$ cat config.mk
export PLATFORM = sky130hd
export DESIGN_NAME = flash_guard_host
export DESIGN_NICKNAME = d
export VERILOG_FILES = /design/src/logic/flash_cycle.v /design/src/logic/flash_guard_host.v
export VERILOG_INCLUDE_DIRS = /design/src /design/src/include
export SDC_FILE = /design/constraint.sdc
export NUM_CORES = 1
export LEC_CHECK = 0
export BUFFER_PORTS_ARGS = -buffer_cell sky130_fd_sc_hd__buf_2
export CAP_MARGIN = 5
export CORE_UTILIZATION = 58
export CTS_BUF_LIST = sky130_fd_sc_hd__clkbuf_2 sky130_fd_sc_hd__clkbuf_4 sky130_fd_sc_hd__clkbuf_8
export DETAILED_ROUTE_END_ITERATION = 7
export HOLD_SLACK_MARGIN = 0.15
export PLACE_DENSITY_LB_ADDON = 0.08
export SLEW_MARGIN = 20
export SYNTH_ARGS = -nofsm -noshare
export SYNTH_HDL_FRONTEND = slang
export SYNTH_SLANG_ARGS = --single-unit
$ cat constraint.sdc
create_clock -name clock -period 3.06 [get_ports clock]
set_clock_uncertainty 0.1 [all_clocks]
set_input_delay 0.153 -clock clock [delete_from_list [all_inputs] [get_ports clock]]
set_output_delay 0.153 -clock clock [all_outputs]
set_load 0.1 [all_outputs]
$ cat src/include/flash_guard_consts.vh
`ifndef FLASH_GUARD_CONSTS_VH
`define FLASH_GUARD_CONSTS_VH

// Clock rate of the controller.
`define CLOCK_MHZ 40

// Bus cycle timing, in nanoseconds and in clock cycles.
`define WR_PULSE_NS 70
`define WR_PULSE_CYC (((`WR_PULSE_NS * `CLOCK_MHZ) + 999) / 1000)
`define RD_ACCESS_NS 70
`define RD_ACCESS_CYC (((`RD_ACCESS_NS * `CLOCK_MHZ) + 999) / 1000)
`define SYNC_CYC 2
`define RECOVER_NS 25
`define RECOVER_CYC (((`RECOVER_NS * `CLOCK_MHZ) + 999) / 1000)

// Flash command codes.
`define CMD_LOCK_SETUP 16'h0060
`define CMD_LOCK 16'h0001
`define CMD_UNLOCK 16'h00D0
`define CMD_LOCKDOWN 16'h002F
`define CMD_READ_ID 16'h0090
`define CMD_READ_ARRAY 16'h00FF
`define CMD_OTP_SETUP 16'h00C0
`define CMD_SUSPEND 16'h00B0
`define CMD_RESUME 16'h00D0
`define OTP_LOCK_VALUE 16'hFFFD

// Flash address layout.
`define FLASH_AW 22
`define LOCK_STATUS_OFS 22'h00_0002
`define OTP_LOCK_WORD_ADDR 22'h00_0080

// Flash status bit positions.
`define SR_READY 7
`define SR_ERASE_SUSP 6
`define SR_ERASE_ERR 5
`define SR_PROG_ERR 4
`define SR_SUPPLY_LOW 3
`define SR_LOCK_ERR 1

// Controller register offsets.
`define REG_CTRL 8'h00
`define REG_ADDR 8'h04
`define REG_WDATA 8'h08
`define REG_STATUS 8'h0C
`define REG_RDATA 8'h10
`define REG_WP 8'h14

// Operation codes written to the control register.
`define OP_LOCK 4'h0
`define OP_UNLOCK 4'h1
`define OP_LOCKDOWN 4'h2
`define OP_READ_LOCK 4'h3
`define OP_OTP_PROG 4'h4
`define OP_OTP_LOCK 4'h5
`define OP_READ_ID 4'h6
`define OP_SUSPEND 4'h7
`define OP_RESUME 4'h8
`define OP_READ_STATUS 4'h9
`define OP_READ_ARRAY 4'hA

// Reset values.
`define WP_RESET 1'b0
`define ADDR_RESET 22'h00_0000
`define DATA_RESET 16'h0000

`endif

$ cat src/logic/flash_cycle.v
`timescale 1ns/1ps
`include "flash_guard_consts.vh"

module flash_cycle (
    // Clock and reset
    input wire clock,
    input wire reset,
    // Cycle request
    input wire start,
    input wire write_en,
    input wire [21:0] addr,
    input wire [15:0] wdata,
    output wire done,
    output reg [15:0] rdata_q,
    // Flash pins
    output reg [21:0] flash_addr_q,
    output reg [15:0] flash_dq_out_q,
    output reg flash_dq_oe_q,
    input wire [15:0] flash_dq_in,
    output reg flash_ce_n_q,
    output reg flash_we_n_q,
    output reg flash_oe_n_q
);
    localparam [3:0] S_IDLE = 4'b0001;
    localparam [3:0] S_SETUP = 4'b0010;
    localparam [3:0] S_PULSE = 4'b0100;
    localparam [3:0] S_HOLD = 4'b1000;
    localparam integer WR_CYC = `WR_PULSE_CYC;
    localparam integer RD_CYC = `RD_ACCESS_CYC + `SYNC_CYC;
    localparam integer REC_CYC = `RECOVER_CYC;

    reg [3:0] state_q;
    reg [3:0] cnt_q;
    reg wr_q;
    reg done_q;
    reg [15:0] sync1_q;
    reg [15:0] sync2_q;

    assign done = done_q;

    always @(posedge clock) begin
        sync1_q <= flash_dq_in;
        sync2_q <= sync1_q;
    end

    always @(posedge clock) begin
        if (reset) begin
            state_q <= S_IDLE;
            cnt_q <= 4'h0;
            wr_q <= 1'b0;
            done_q <= 1'b0;
            rdata_q <= `DATA_RESET;
            flash_addr_q <= `ADDR_RESET;
            flash_dq_out_q <= `DATA_RESET;
            flash_dq_oe_q <= 1'b0;
            flash_ce_n_q <= 1'b1;
            flash_we_n_q <= 1'b1;
            flash_oe_n_q <= 1'b1;
        end else begin
            done_q <= 1'b0;
            case (state_q)
                S_IDLE: begin
                    if (start) begin
                        wr_q <= write_en;
                        flash_addr_q <= addr;
                        flash_dq_out_q <= wdata;
                        flash_dq_oe_q <= write_en;
                        flash_ce_n_q <= 1'b0;
                        state_q <= S_SETUP;
                    end
                end
                S_SETUP: begin
                    flash_we_n_q <= ~wr_q;
                    flash_oe_n_q <= wr_q;
                    cnt_q <= wr_q ? WR_CYC[3:0] : RD_CYC[3:0];
                    state_q <= S_PULSE;
                end
                S_PULSE: begin
                    if (cnt_q == 4'h1) begin
                        // Data is taken from the second synchroniser stage only.
                        if (!wr_q) begin
                            rdata_q <= sync2_q;
                        end
                        flash_we_n_q <= 1'b1;
                        flash_oe_n_q <= 1'b1;
                        cnt_q <= REC_CYC[3:0];
                        state_q <= S_HOLD;
                    end else begin
                        cnt_q <= cnt_q - 4'h1;
                    end
                end
                S_HOLD: begin
                    // Address and data stay put past the rising strobe so the latch sees them.
                    if (cnt_q <= 4'h1) begin
                        flash_ce_n_q <= 1'b1;
                        flash_dq_oe_q <= 1'b0;
                        done_q <= 1'b1;
                        state_q <= S_IDLE;
                    end else begin
                        cnt_q <= cnt_q - 4'h1;
                    end
                end
                default: begin
                    state_q <= S_IDLE;
                end
            endcase
        end
    end
endmodule

$ cat src/logic/flash_guard_host.v
// The AXI4-Lite interface to the registers was chosen for this implementation.
`timescale 1ns/1ps
`include "flash_guard_consts.vh"

// Operation
// - Lock: 0x60 then 0x01 to block
// - Unlock: 0x60 then 0xD0 to block
// - Lockdown: 0x60 then 0x2F to block
// - Identifier read at base plus two
// - Suspend erase, poll, lock, then resume
// - Identifier mode reads protection, 0xFF exits
// - Protection program: 0xC0 then data write
// - Segment locked by writing 0xFFFD

module flash_guard_host (
    // Clock and reset
    input wire clock,
    input wire reset,
    // AXI4-Lite write channels
    input wire awvalid,
    output wire awready,
    input wire [7:0] awaddr,
    input wire [2:0] awprot,
    input wire wvalid,
    output wire wready,
    input wire [31:0] wdata,
    input wire [3:0] wstrb,
    output reg bvalid,
    input wire bready,
    output reg [1:0] bresp,
    // AXI4-Lite read channels
    input wire arvalid,
    output wire arready,
    input wire [7:0] araddr,
    input wire [2:0] arprot,
    output reg rvalid,
    input wire rready,
    output reg [31:0] rdata,
    output reg [1:0] rresp,
    // Flash pins
    output wire [21:0] flash_addr,
    output wire [15:0] flash_dq_out,
    output wire flash_dq_oe,
    input wire [15:0] flash_dq_in,
    output wire flash_ce_n,
    output wire flash_we_n,
    output wire flash_oe_n,
    output reg write_protect_n_q
);
    localparam [2:0] S_IDLE = 3'b001;
    localparam [2:0] S_RUN = 3'b010;
    localparam [2:0] S_WAIT = 3'b100;

    reg [2:0] state_q;
    reg [3:0] op_q;
    reg [1:0] step_q;
    reg [21:0] addr_q;
    reg [15:0] wdata_q;
    reg [15:0] result_q;
    reg lock_error_flag_q;
    reg supply_low_flag_q;
    reg program_error_flag_q;
    reg erase_error_flag_q;
    reg block_lock_bit_q;
    reg block_lockdown_bit_q;
    reg aw_held_q;
    reg [7:0] aw_addr_q;
    reg w_held_q;
    reg [31:0] w_data_q;
    reg [3:0] w_strb_q;

    wire cyc_done;
    wire [15:0] cyc_rdata;
    wire busy = (state_q != S_IDLE);

    // Current step of the sequence table.
    reg st_wr;
    reg [15:0] st_data;
    reg st_plus2;
    reg st_lockword;
    reg st_status;
    reg st_lockread;
    reg st_poll;
    reg st_last;
    wire [21:0] st_addr = st_lockword ? `OTP_LOCK_WORD_ADDR : (st_plus2 ? addr_q + `LOCK_STATUS_OFS : addr_q);

    always @* begin
        st_wr = 1'b1;
        st_data = `CMD_LOCK_SETUP;
        st_plus2 = 1'b0;
        st_lockword = 1'b0;
        st_status = 1'b0;
        st_lockread = 1'b0;
        st_poll = 1'b0;
        st_last = 1'b0;
        case (op_q)
            `OP_LOCK, `OP_UNLOCK, `OP_LOCKDOWN: begin
                // Two-cycle sequence to the block, then the status that it leaves behind.
                if (step_q == 2'd1) begin
                    st_data = (op_q == `OP_LOCK) ? `CMD_LOCK :
                              (op_q == `OP_UNLOCK) ? `CMD_UNLOCK : `CMD_LOCKDOWN;
                end else if (step_q == 2'd2) begin
                    st_wr = 1'b0;
                    st_status = 1'b1;
                    st_last = 1'b1;
                end
            end
            `OP_READ_LOCK, `OP_READ_ID: begin
                if (step_q == 2'd0) begin
                    st_data = `CMD_READ_ID;
                end else if (step_q == 2'd1) begin
                    st_wr = 1'b0;
                    st_plus2 = (op_q == `OP_READ_LOCK);
                    st_lockread = (op_q == `OP_READ_LOCK);
                end else begin
                    st_data = `CMD_READ_ARRAY;
                    st_last = 1'b1;
                end
            end
            `OP_OTP_PROG, `OP_OTP_LOCK: begin
                st_lockword = (op_q == `OP_OTP_LOCK);
                if (step_q == 2'd0) begin
                    st_data = `CMD_OTP_SETUP;
                end else if (step_q == 2'd1) begin
                    st_data = (op_q == `OP_OTP_LOCK) ? `OTP_LOCK_VALUE : wdata_q;
                end else begin
                    st_wr = 1'b0;
                    st_status = 1'b1;
                    st_last = 1'b1;
                end
            end
            `OP_SUSPEND: begin
                if (step_q == 2'd0) begin
                    st_data = `CMD_SUSPEND;
                end else begin
                    st_wr = 1'b0;
                    st_status = 1'b1;
                    st_poll = 1'b1;
                    st_last = 1'b1;
                end
            end
            `OP_RESUME: begin
                st_data = `CMD_RESUME;
                st_last = 1'b1;
            end
            `OP_READ_STATUS: begin
                st_wr = 1'b0;
                st_status = 1'b1;
                st_last = 1'b1;
            end
            `OP_READ_ARRAY: begin
                if (step_q == 2'd0) begin
                    st_data = `CMD_READ_ARRAY;
                end else begin
                    st_wr = 1'b0;
                    st_last = 1'b1;
                end
            end
            default: begin
                st_last = 1'b1;
            end
        endcase
    end

    flash_cycle cycle (
        .clock(clock),
        .reset(reset),
        .start(state_q == S_RUN),
        .write_en(st_wr),
        .addr(st_addr),
        .wdata(st_data),
        .done(cyc_done),
        .rdata_q(cyc_rdata),
        .flash_addr_q(flash_addr),
        .flash_dq_out_q(flash_dq_out),
        .flash_dq_oe_q(flash_dq_oe),
        .flash_dq_in(flash_dq_in),
        .flash_ce_n_q(flash_ce_n),
        .flash_we_n_q(flash_we_n),
        .flash_oe_n_q(flash_oe_n)
    );

    // A write is acted on once both address and data are held, so they may arrive in either order.
    assign awready = !aw_held_q && !bvalid;
    assign wready = !w_held_q && !bvalid;
    assign arready = !rvalid;
    wire do_write = aw_held_q && w_held_q;
    wire [31:0] strb_mask = {{8{w_strb_q[3]}}, {8{w_strb_q[2]}}, {8{w_strb_q[1]}}, {8{w_strb_q[0]}}};
    wire [31:0] wmerge_addr = ({10'h000, addr_q} & ~strb_mask) | (w_data_q & strb_mask);
    wire [31:0] wmerge_data = ({16'h0000, wdata_q} & ~strb_mask) | (w_data_q & strb_mask);
    wire known_wr = (aw_addr_q == `REG_CTRL) || (aw_addr_q == `REG_ADDR) || (aw_addr_q == `REG_WDATA) ||
                    (aw_addr_q == `REG_WP) || (aw_addr_q == `REG_STATUS) || (aw_addr_q == `REG_RDATA);
    wire start_op = do_write && (aw_addr_q == `REG_CTRL) && w_strb_q[0] && !busy && (w_data_q[3:0] <= `OP_READ_ARRAY);

    always @(posedge clock) begin
        if (reset) begin
            aw_held_q <= 1'b0;
            aw_addr_q <= 8'h00;
            w_held_q <= 1'b0;
            w_data_q <= 32'h0000_0000;
            w_strb_q <= 4'h0;
            bvalid <= 1'b0;
            bresp <= 2'b00;
            rvalid <= 1'b0;
            rdata <= 32'h0000_0000;
            rresp <= 2'b00;
            addr_q <= `ADDR_RESET;
            wdata_q <= `DATA_RESET;
            write_protect_n_q <= `WP_RESET;
        end else begin
            if (awvalid && awready) begin
                aw_held_q <= 1'b1;
                aw_addr_q <= {awaddr[7:2], 2'b00};
            end
            if (wvalid && wready) begin
                w_held_q <= 1'b1;
                w_data_q <= wdata;
                w_strb_q <= wstrb;
            end
            if (do_write) begin
                aw_held_q <= 1'b0;
                w_held_q <= 1'b0;
                bvalid <= 1'b1;
                bresp <= known_wr ? 2'b00 : 2'b10;
                // Operands are frozen while an operation runs so the sequence stays coherent.
                if (!busy && aw_addr_q == `REG_ADDR) begin
                    addr_q <= wmerge_addr[21:0];
                end
                if (!busy && aw_addr_q == `REG_WDATA) begin
                    wdata_q <= wmerge_data[15:0];
                end
                if (aw_addr_q == `REG_WP && w_strb_q[0]) begin
                    write_protect_n_q <= w_data_q[0];
                end
            end else if (bvalid && bready) begin
                bvalid <= 1'b0;
            end
            if (arvalid && arready) begin
                rvalid <= 1'b1;
                rresp <= 2'b00;
                case ({araddr[7:2], 2'b00})
                    `REG_CTRL: rdata <= {28'h000_0000, op_q};
                    `REG_ADDR: rdata <= {10'h000, addr_q};
                    `REG_WDATA: rdata <= {16'h0000, wdata_q};
                    `REG_STATUS: rdata <= {21'h00_0000, write_protect_n_q, block_lockdown_bit_q, block_lock_bit_q,
                                           2'b00, erase_error_flag_q, program_error_flag_q, supply_low_flag_q,
                                           1'b0, lock_error_flag_q, busy};
                    `REG_RDATA: rdata <= {16'h0000, result_q};
                    `REG_WP: rdata <= {31'h0000_0000, write_protect_n_q};
                    default: begin
                        rdata <= 32'h0000_0000;
                        rresp <= 2'b10;
                    end
                endcase
            end else if (rvalid && rready) begin
                rvalid <= 1'b0;
            end
        end
    end

    always @(posedge clock) begin
        if (reset) begin
            state_q <= S_IDLE;
            op_q <= `OP_LOCK;
            step_q <= 2'd0;
            result_q <= `DATA_RESET;
            lock_error_flag_q <= 1'b0;
            supply_low_flag_q <= 1'b0;
            program_error_flag_q <= 1'b0;
            erase_error_flag_q <= 1'b0;
            block_lock_bit_q <= 1'b1;
            block_lockdown_bit_q <= 1'b0;
        end else begin
            case (state_q)
                S_IDLE: begin
                    if (start_op) begin
                        op_q <= w_data_q[3:0];
                        step_q <= 2'd0;
                        state_q <= S_RUN;
                    end
                end
                S_RUN: begin
                    state_q <= S_WAIT;
                end
                S_WAIT: begin
                    if (cyc_done) begin
                        if (!st_wr) begin
                            result_q <= cyc_rdata;
                        end
                        if (st_status) begin
                            // Flags mirror the device's own status word as last read.
                            lock_error_flag_q <= cyc_rdata[`SR_LOCK_ERR];
                            supply_low_flag_q <= cyc_rdata[`SR_SUPPLY_LOW];
                            program_error_flag_q <= cyc_rdata[`SR_PROG_ERR];
                            erase_error_flag_q <= cyc_rdata[`SR_ERASE_ERR];
                        end
                        if (st_lockread) begin
                            block_lock_bit_q <= cyc_rdata[0];
                            block_lockdown_bit_q <= cyc_rdata[1];
                        end
                        if (st_poll && !(cyc_rdata[`SR_READY] && cyc_rdata[`SR_ERASE_SUSP])) begin
                            state_q <= S_RUN;
                        end else if (st_last) begin
                            state_q <= S_IDLE;
                        end else begin
                            step_q <= step_q + 2'd1;
                            state_q <= S_RUN;
                        end
                    end
                end
                default: begin
                    state_q <= S_IDLE;
                end
            endcase
        end
    end
endmodule

==> results.yml, run 1 <==
outcome:
  status: "complete, no violations"
synthesis:
  synth_area_leader_cell: "dfxtp_1"
  synthCells: 1083
  syn_area_um2: 9410
  async_reset_ff_share_pct: 0
  synth_top_cell_area_share_pct: 48.7
  ys_types: 68
  avgSynthCellArea_um2: 8.68
  yosysMostFrequentCell: "dfxtp_1"
  ys_seq_area_share_pct: 48.7
  ys_top_cells_by_count: "dfxtp_1 (229), nand2_1 (207), a21oi_1 (107)"
  ys_ff_latch: 229
  synth-warning-count: 0
  synth_area_leaders: "dfxtp_1 (49%), nand2_1 (8.3%), mux2i_1 (6.4%), a21oi_1 (5.7%), nor2_1 (3.3%)"
  synth_edf_count: 0
  ys.flop_type: "dfxtp_1"
timing:
  relSlewSlack_pct: 32.0
  setup_viol: 0
  timing.hold.ws_ns: 0.178
  slew_viol_final: 0
  min_period_ns: 2.54
  fmax_mhz: 393
  worst_slack_ns: 0.515
  worstMarginPinSlew_ns: 1.02
  rsz0062_at_grt: "false"
  final.setup.tns_ns: 0
  timing.final.crit_share_pct: 83.2
  final-hold-violation-count: 0
run:
  cap_viol_max_count: 0
routing:
  drt_pass1_iterations: 5
  drc: 0
  vias: 8444
  drtIter0Drc: 668
  wl_per_cell_um: 16.6
  antenna_left: 0
  drt_wl_total_um: 25100
  avgViaCountPerCell: 5.57
grt:
  use_met2_pct: 49.7
  grtUsageMet3_pct: 5.28
  antenna_found_initial: 0
  gr-usage-met1_pct: 39.9
  grt.busiest_layer: "met2"
  grt_start_max_net_pins: 118
  grt_overflow: 0
  grt_pass1_wl_um: 39600
  grt_use_total_pct: 30.5
  grt_pass1_vias: 7740
floorplanning:
  ios: 165
  die_area_um2: 16700
  coreArea_um2: 15900
  initial_utilization_pct: 59.2
  num_rows: 46
  die_y_um: 129
  dieWidth_um: 129
clocking:
  cts_tree: "done"
  path_clk_slew_ns: 0.06
  insertion_delay_ns: 0.54
  cts_resized: 0
  htree_levels: 2
  clock-sinks: 229
  postCtsSetupBuffers: 0
  clockBufferDepth: 3
  root_buffer: "clkbuf_8"
  numCtsBuffers: 38
  cts_hold_buf: 79
finish:
  diodes: 0
  nNetsFinal: 1363
  design_area_um2: 11700
  area_growth_pct: 24.2
  post-route-util_pct: 73.5
  fillers: 1263
  final_cells: 1515
  drive_above_1_share_pct: 18.0
power:
  pwr-share-clk_pct: 44.0
  leakagePower_nw: 4.45
  netSwitchingFraction_pct: 24.6
  p_switching_mw: 1.55
  peakVddDrop_v: 0.000582
  seqPwrFrac_pct: 48.9
  p_total_mw: 6.31
  power_per_cell_area_nw_per_um2: 540
  p_int_mw: 4.76
  combPwrFrac_pct: 7.2
place:
  dp_cells: 1373
  dpl-instance-area_um2: 10100
  dp_slack_ns: 0.558
  portBuffers: 131
  place.gp.congestion: 0.901
  hpwl_um: 16400
worst_setup_path:
  critPathSlowestCell: "ha_1"
  crit_chain: "inv_1, ha_1, nor2b_1, a2111oi_1, o31a_1, nor3_4, buf_4, mux2i_1"
  slowest_delay_ns: 0.53
  required_ns: 3.43
  path_class: "reg2reg"
  critPathLaunchType: "flop"
  cp_data_arrival_time_ns: 2.91
  critPathMaxFanout: 16
  critPathCaptureType: "flop"
hold_path:
  hp-class: "in2reg"
==> layer usage <==
layer / up-vias / share of wire [%]
li1: 4145 / -
met1: 3920 / 43
met2: 321 / 47
met3: 58 / 7.0
met4: 0 / 3.1
met5: - / 0
==> power by group through the flow <==
stage | clock, mW | sequential, mW | combinational (mW)
after floorplan | 0 | 3.16 | 0.253
after global placement | 0 | 3.14 | 0.353
after detailed placement | 0 | 3.15 | 0.355
after CTS | 2.81 | 3.08 | 0.441
after global routing | 2.95 | 3.09 | 0.483
final | 2.77 | 3.08 | 0.454
==> cells by family after synthesis <==
kind of cell    synth area share [%]
buf+inv                         4.96
compound gates                  14.9
other cells                   0.0399
mux                             6.51
xor+xnor                        2.05
flops                           48.7
fa+ha+maj                      0.798
simple gates                    22.0
==> layout make-up <==
class	count	area, µm²	area share, %
well taps	216	270	2.31
clock inverters	7	73.8	0.632
repair buffers	226	1580	13.5
multi-input cells	764	4410	37.7
clock buffers	56	702	6.01
flip-flops and latches	229	4580	39.2
inverters	17	63.8	0.546
==> cells in the final DEF, fill, tap and decap left out, types with 12 or more instances in the layout <==
cell type and n:
nand3_1 41, dlygate4sd3_1 79, a222oi_1 13, nor2_1 80
a22oi_1 13, a21oi_1 107, dfxtp_1 229, buf_2 130
mux2i_1 60, inv_1 16, nor3_1 25, conb_1 12
clkbuf_8 45, xnor2_1 21, nand2_1 207, o21ai_0 48
buf_4 16
==> path summary, 6_finish.rpt <==
path	slack [ns]	cells after the start	to	start
worst max-delay path	0.52	8	result_q[5]$_SDFFE_PP0P_	step_q[1]$_SDFFE_PP0P_
worst min register to register	0.22	0	cycle.sync2_q[14]$_DFF_P_	cycle.sync1_q[14]$_DFF_P_
worst max register to register	0.52	8	result_q[5]$_SDFFE_PP0P_	step_q[1]$_SDFFE_PP0P_
worst min-delay path	0.18	4	rdata[2]$_SDFFE_PP0P_	araddr[6]
==> critical path: cells and delay by family (launching register included) <==
family                     cells  cell delay [ns]
and+or+nand+nor                2             0.41
AOI/OAI and AO/OA              2             0.46
muxes                          1             0.24
adders and majority gates      1             0.53
DFF                            1             0.33
buffers and inverters          2             0.42
Note: power is estimated with default switching activity, not from simulation.
==> run 2, diff against run 1 <==
- CORE_UTILIZATION: 58 -> 52
- clock period: 3.06 -> 2.1 ns (I/O delays scaled with it)
==> results.yml, run 2 (synthesized netlist as in run 1, its figures left out) <==
outcome:
  status: "complete, no violations"
clocking:
  insertion_delay_ns: 0.54
  clock-sinks: 229
  root_buffer: "clkbuf_8"
  htree_levels: 2
  clockBufferDepth: 3
  cts_tree: "done"
  path_clk_slew_ns: 0.06
  numCtsBuffers: 38
floorplanning:
  coreArea_um2: 17500
  initial_utilization_pct: 53.8
  dieWidth_um: 136
  die_y_um: 136
  die_area_um2: 18600
  ios: 165
  num_rows: 48
routing:
  wl_per_cell_um: 17.3
  vias: 8924
  drt_pass1_iterations: 6
  antenna_left: 0
  drtIter0Drc: 722
  drt_wl_total_um: 28100
  drc: 0
  avgViaCountPerCell: 5.50
grt:
  grt_use_total_pct: 29.8
  grt_pass1_vias: 8317
  grt_pass1_wl_um: 43000
  grt_overflow: 0
  antenna_found_initial: 0
  grt_start_max_net_pins: 116
place:
  dp_cells: 1445
  dpl-instance-area_um2: 10700
  place.gp.congestion: 0.970
  portBuffers: 131
  dp_slack_ns: -0.0503
  hpwl_um: 18200
timing:
  relSlewSlack_pct: 47.5
  slew_viol_final: 0
  min_period_ns: 2.03
  worstMarginPinSlew_ns: 0.786
  timing.final.crit_share_pct: 96.8
  final-hold-violation-count: 0
  rsz0062_at_grt: "true"
  timing.hold.ws_ns: 0.196
  fmax_mhz: 492
  worst_slack_ns: 0.0678
  setup_viol: 0
finish:
  final_common_cell: "dfxtp_1"
  design_area_um2: 12800
  area_growth_pct: 36.2
  drive_above_1_share_pct: 24.0
  final_cells: 1623
  diodes: 0
  nNetsFinal: 1461
  post-route-util_pct: 73.3
  mostFrequentLayoutCells: "dfxtp_1 (222), nand2_1 (205), buf_2 (130)"
worst_setup_path:
  critPathCaptureType: "flop"
  cp_data_arrival_time_ns: 2.34
  critPathLaunchType: "flop"
  critPathMaxFanout: 9
  required_ns: 2.41
  path_class: "reg2reg"
power:
  peakVddDrop_v: 0.000687
  leakagePower_nw: 4.95
  power_per_cell_area_nw_per_um2: 718
run:
  cap_viol_max_count: 0
hold_path:
  hp-class: "in2reg"
==> run 2: cell types whose count changed in the layout (fill, tap and decap cells not counted), sizes merged <==
| cell | before | now |
|---|---|---|
| clkinvlp | 0 | 2 |
| bufinv | 1 | 0 |
| dlygate4sd3 | 79 | 111 |
| clkinv | 3 | 4 |
| buf | 147 | 213 |
| clkbuf | 56 | 57 |
| inv | 20 | 18 |
==> run 2: final timing paths <==
check,slack [ns],endpoint,start,cells after the start
setup reg to reg,0.07,result_q[2]$_SDFFE_PP0P_,step_q[0]$_SDFFE_PP0P_,10
setup / recovery,0.07,result_q[2]$_SDFFE_PP0P_,step_q[0]$_SDFFE_PP0P_,10
hold reg to reg,0.22,cycle.sync2_q[11]$_DFF_P_,cycle.sync1_q[11]$_DFF_P_,0
hold / removal,0.20,rresp[1]$_SDFFE_PP0P_,araddr[7],5
==> run 2: worst max-delay path, stage by stage (launching register included) <==
cell and delay (ns):
dfxtp_2 0.34, inv_1 0.11, ha_4 0.16, buf_8 0.12, inv_4 0.05, a2111oi_4 0.34, o31a_1 0.24, nor3_4 0.06
buf_12 0.14, buf_12 0.14, mux2i_1 0.11
==> run 2: power by group <==
group          switching (mW)  internal [mW]
logic                   0.456          0.290
registers              0.0646           4.43
clock network            1.78           2.17
total                    2.30           6.89
==> run 2: cell type report <==
| class | count | area, µm² |
|---|---|---|
| fill | 1291 | 4670 |
| sequential | 229 | 4600 |
| multi-input combinational | 764 | 4590 |
| timing repair buffer | 324 | 2500 |
| clock buffer | 57 | 709 |
| tap | 225 | 282 |
| inverter | 17 | 72.6 |
| clock inverter | 7 | 56.3 |
==> run 2: metrics by stage <==
step | TNS [ns] | total power, mW
after floorplan | 0 | 4.98
after global placement | -0.0898 | 5.12
after detailed placement | -0.749 | 5.13
after CTS | 0 | 9.20
after global routing | -0.176 | 9.53
final | 0 | 9.19
==> run 2: what timing repair did <==
item	CTS	global route
setup endpoints to repair	29	90
endpoints found under the hold margin	164	0
pin swaps	0	4
cloned	1	0
hold buffers	111	0
setup buffers	1	1
gates resized for setup	9	33
==> run 2: metal layers <==
metal | share of wire, % | vias to the layer above | GRT usage (%)
li1 | - | 4336 | -
met1 | 44 | 4240 | 40.3
met2 | 48 | 300 | 48.2
met3 | 6.0 | 48 | 4.85
met4 | 2.0 | 0 | 10.1
met5 | 0 | - | 0
==> run 3, diff against run 2 <==
- CORE_ASPECT_RATIO: default -> 0.7
- RECOVER_POWER: default -> 100
==> results.yml, run 3 (synthesized netlist as in run 1, its figures left out) <==
outcome:
  status: "finished, violations left"
  failed_checks: "setup timing"
worst_setup_path:
  required_ns: 2.44
  r2r_slack_ns: -0.04
  critPathSlowestCell: "or3_1"
  rr_startpoint: "aw_addr_q[5]$_SDFFE_PP0P_"
  reg2reg_depth: 6
  path_class: "reg2reg"
  critPathMaxFanout: 8
  critPathCaptureType: "flop"
  critPathLaunchType: "flop"
  slowest_delay_ns: 0.45
  crit_chain: "or3_1, nor4b_2, clkbuf_1, and3_2, nand2_1, a21oi_1"
  cp_data_arrival_time_ns: 2.48
hold_path:
  hp-class: "reg2reg"
  hold-path-cell-count: 0
  min_to: "cycle.sync2_q[7]$_DFF_P_"
  min_from: "cycle.sync1_q[7]$_DFF_P_"
routing:
  vias: 9041
  drt_wl_total_um: 28700
  wl_per_cell_um: 17.6
  antenna_left: 0
  avgViaCountPerCell: 5.53
  drc: 0
  drt_pass1_iterations: 7
  drtIter0Drc: 1034
floorplanning:
  num_rows: 40
  dieWidth_um: 163
  die_y_um: 115
  die_area_um2: 18600
  coreArea_um2: 17400
  ios: 165
  initial_utilization_pct: 54.0
run:
  cap_viol_max_count: 0
timing:
  final-hold-violation-count: 0
  worstMarginPinSlew_ns: 0.676
  setup_viol: 15
  relSlewSlack_pct: 54.9
  slew_viol_final: 0
  timing.final.crit_share_pct: 102
  rsz0062_at_grt: "true"
  worst_slack_ns: -0.0402
  min_period_ns: 2.14
  fmax_mhz: 467
place:
  place.gp.congestion: 0.969
  dp_slack_ns: -0.0222
  portBuffers: 131
  hpwl_um: 18900
power:
  p_int_mw: 6.64
  leakagePower_nw: 4.87
  netSwitchingFraction_pct: 25.0
  peakVddDrop_v: 0.000596
  p_switching_mw: 2.22
  seqPwrFrac_pct: 50.7
  p_total_mw: 8.86
  pwr-share-clk_pct: 40.8
  power_per_cell_area_nw_per_um2: 701
  combPwrFrac_pct: 8.5
finish:
  area_growth_pct: 34.4
  post-route-util_pct: 72.6
  mostFrequentLayoutCells: "dfxtp_1 (223), nand2_1 (206), dlygate4sd3_1 (110)"
  diodes: 0
  nNetsFinal: 1472
  drive_above_1_share_pct: 23.4
  final_common_cell: "dfxtp_1"
clocking:
  insertion_delay_ns: 0.53
  cts_tree: "done"
  root_buffer: "clkbuf_8"
  path_clk_slew_ns: 0.07
  numCtsBuffers: 35
  htree_levels: 2
  clock-sinks: 229
  clockBufferDepth: 3
grt:
  grt_pass1_vias: 8569
  grt_start_max_net_pins: 112
  grt_pass1_wl_um: 45400
  antenna_found_initial: 0
  grt_overflow: 0
  grt_use_total_pct: 31.0
-- run 3: timing repair --
item / in CTS / in global routing
cloned: 1 / 0
hold buffers: 110 / 0
gates resized for setup: 9 / 29
endpoints found under the setup margin: 18 / 86
buffers inserted: 2 / 5
pin swaps: 2 / 9
hold endpoints to repair: 162 / 0
-- run 3: power by group through the flow --
stage          logic (mW)  registers (mW)  clock network (mW)
6_report            0.755            4.49                3.62
5_1_grt             0.801            4.50                3.88
4_1_cts             0.732            4.49                3.63
3_5_place_dp        0.555            4.58                   0
3_3_place_gp        0.550            4.58                   0
2_1_floorplan       0.372            4.61                   0
-- run 3: per-layer routing --
layer  global-route usage [%]  share of wire [%]
met5                        0                  0
met4                     8.72                2.2
met3                     6.85                9.7
met2                     46.4                 42
met1                     44.7                 46
-- run 3: how the worst max path moves through the flow --
stage / start / to / slack, ns / depth (start not counted)
3_5_place_dp: step_q[1]$_SDFFE_PP0P_ / result_q[10]$_SDFFE_PP0P_ / -0.02 / 9
4_1_cts: cycle.state_q[0]$_SDFFE_PP1P_ / cycle.flash_addr_q[13]$_SDFFE_PP0P_ / 0.00006 / 6
2_1_floorplan: step_q[1]$_SDFFE_PP0P_ / result_q[10]$_SDFFE_PP0P_ / 0.0009 / 9
6_report: aw_addr_q[5]$_SDFFE_PP0P_ / flop / -0.04 / 6
3_3_place_gp: step_q[1]$_SDFFE_PP0P_ / cycle.flash_addr_q[21]$_SDFFE_PP0P_ / 0.02 / 7
5_1_grt: step_q[0]$_SDFFE_PP0P_ / result_q[0]$_SDFFE_PP0P_ / -0.13 / 8
-- run 3: per-stage QoR --
stage	TNS, ns	instances	hold slack [ns]	area [µm²]
global route	-4.98	1634	0.230	12600
finish	-0.244	1634	0.225	12600
global placement	0	1463	0.107	10800
CTS	0	1631	0.226	12700
detailed placement	-0.132	1463	0.109	10800
floorplan	0	1094	0.0327	9490
-- run 3: layout make-up --
| class | count | area, µm² |
|---|---|---|
| Fill cell | 1335 | 4770 |
| Sequential cell | 229 | 4590 |
| Multi-Input combinational cell | 764 | 4500 |
| Timing Repair Buffer | 338 | 2530 |
| Clock buffer | 53 | 636 |
| Tap cell | 231 | 289 |
| Inverter | 17 | 67.6 |
| Clock inverter | 2 | 18.8 |
-- run 3: worst max-delay path: cells and delay by family, from the launching register on --
kind	cells	cell delay (ns)
flip-flops	1	0.32
AND/OR/NAND/NOR	4	1.17
AO/OA/AOI/OAI	1	0.19
buffers and inverters	1	0.27
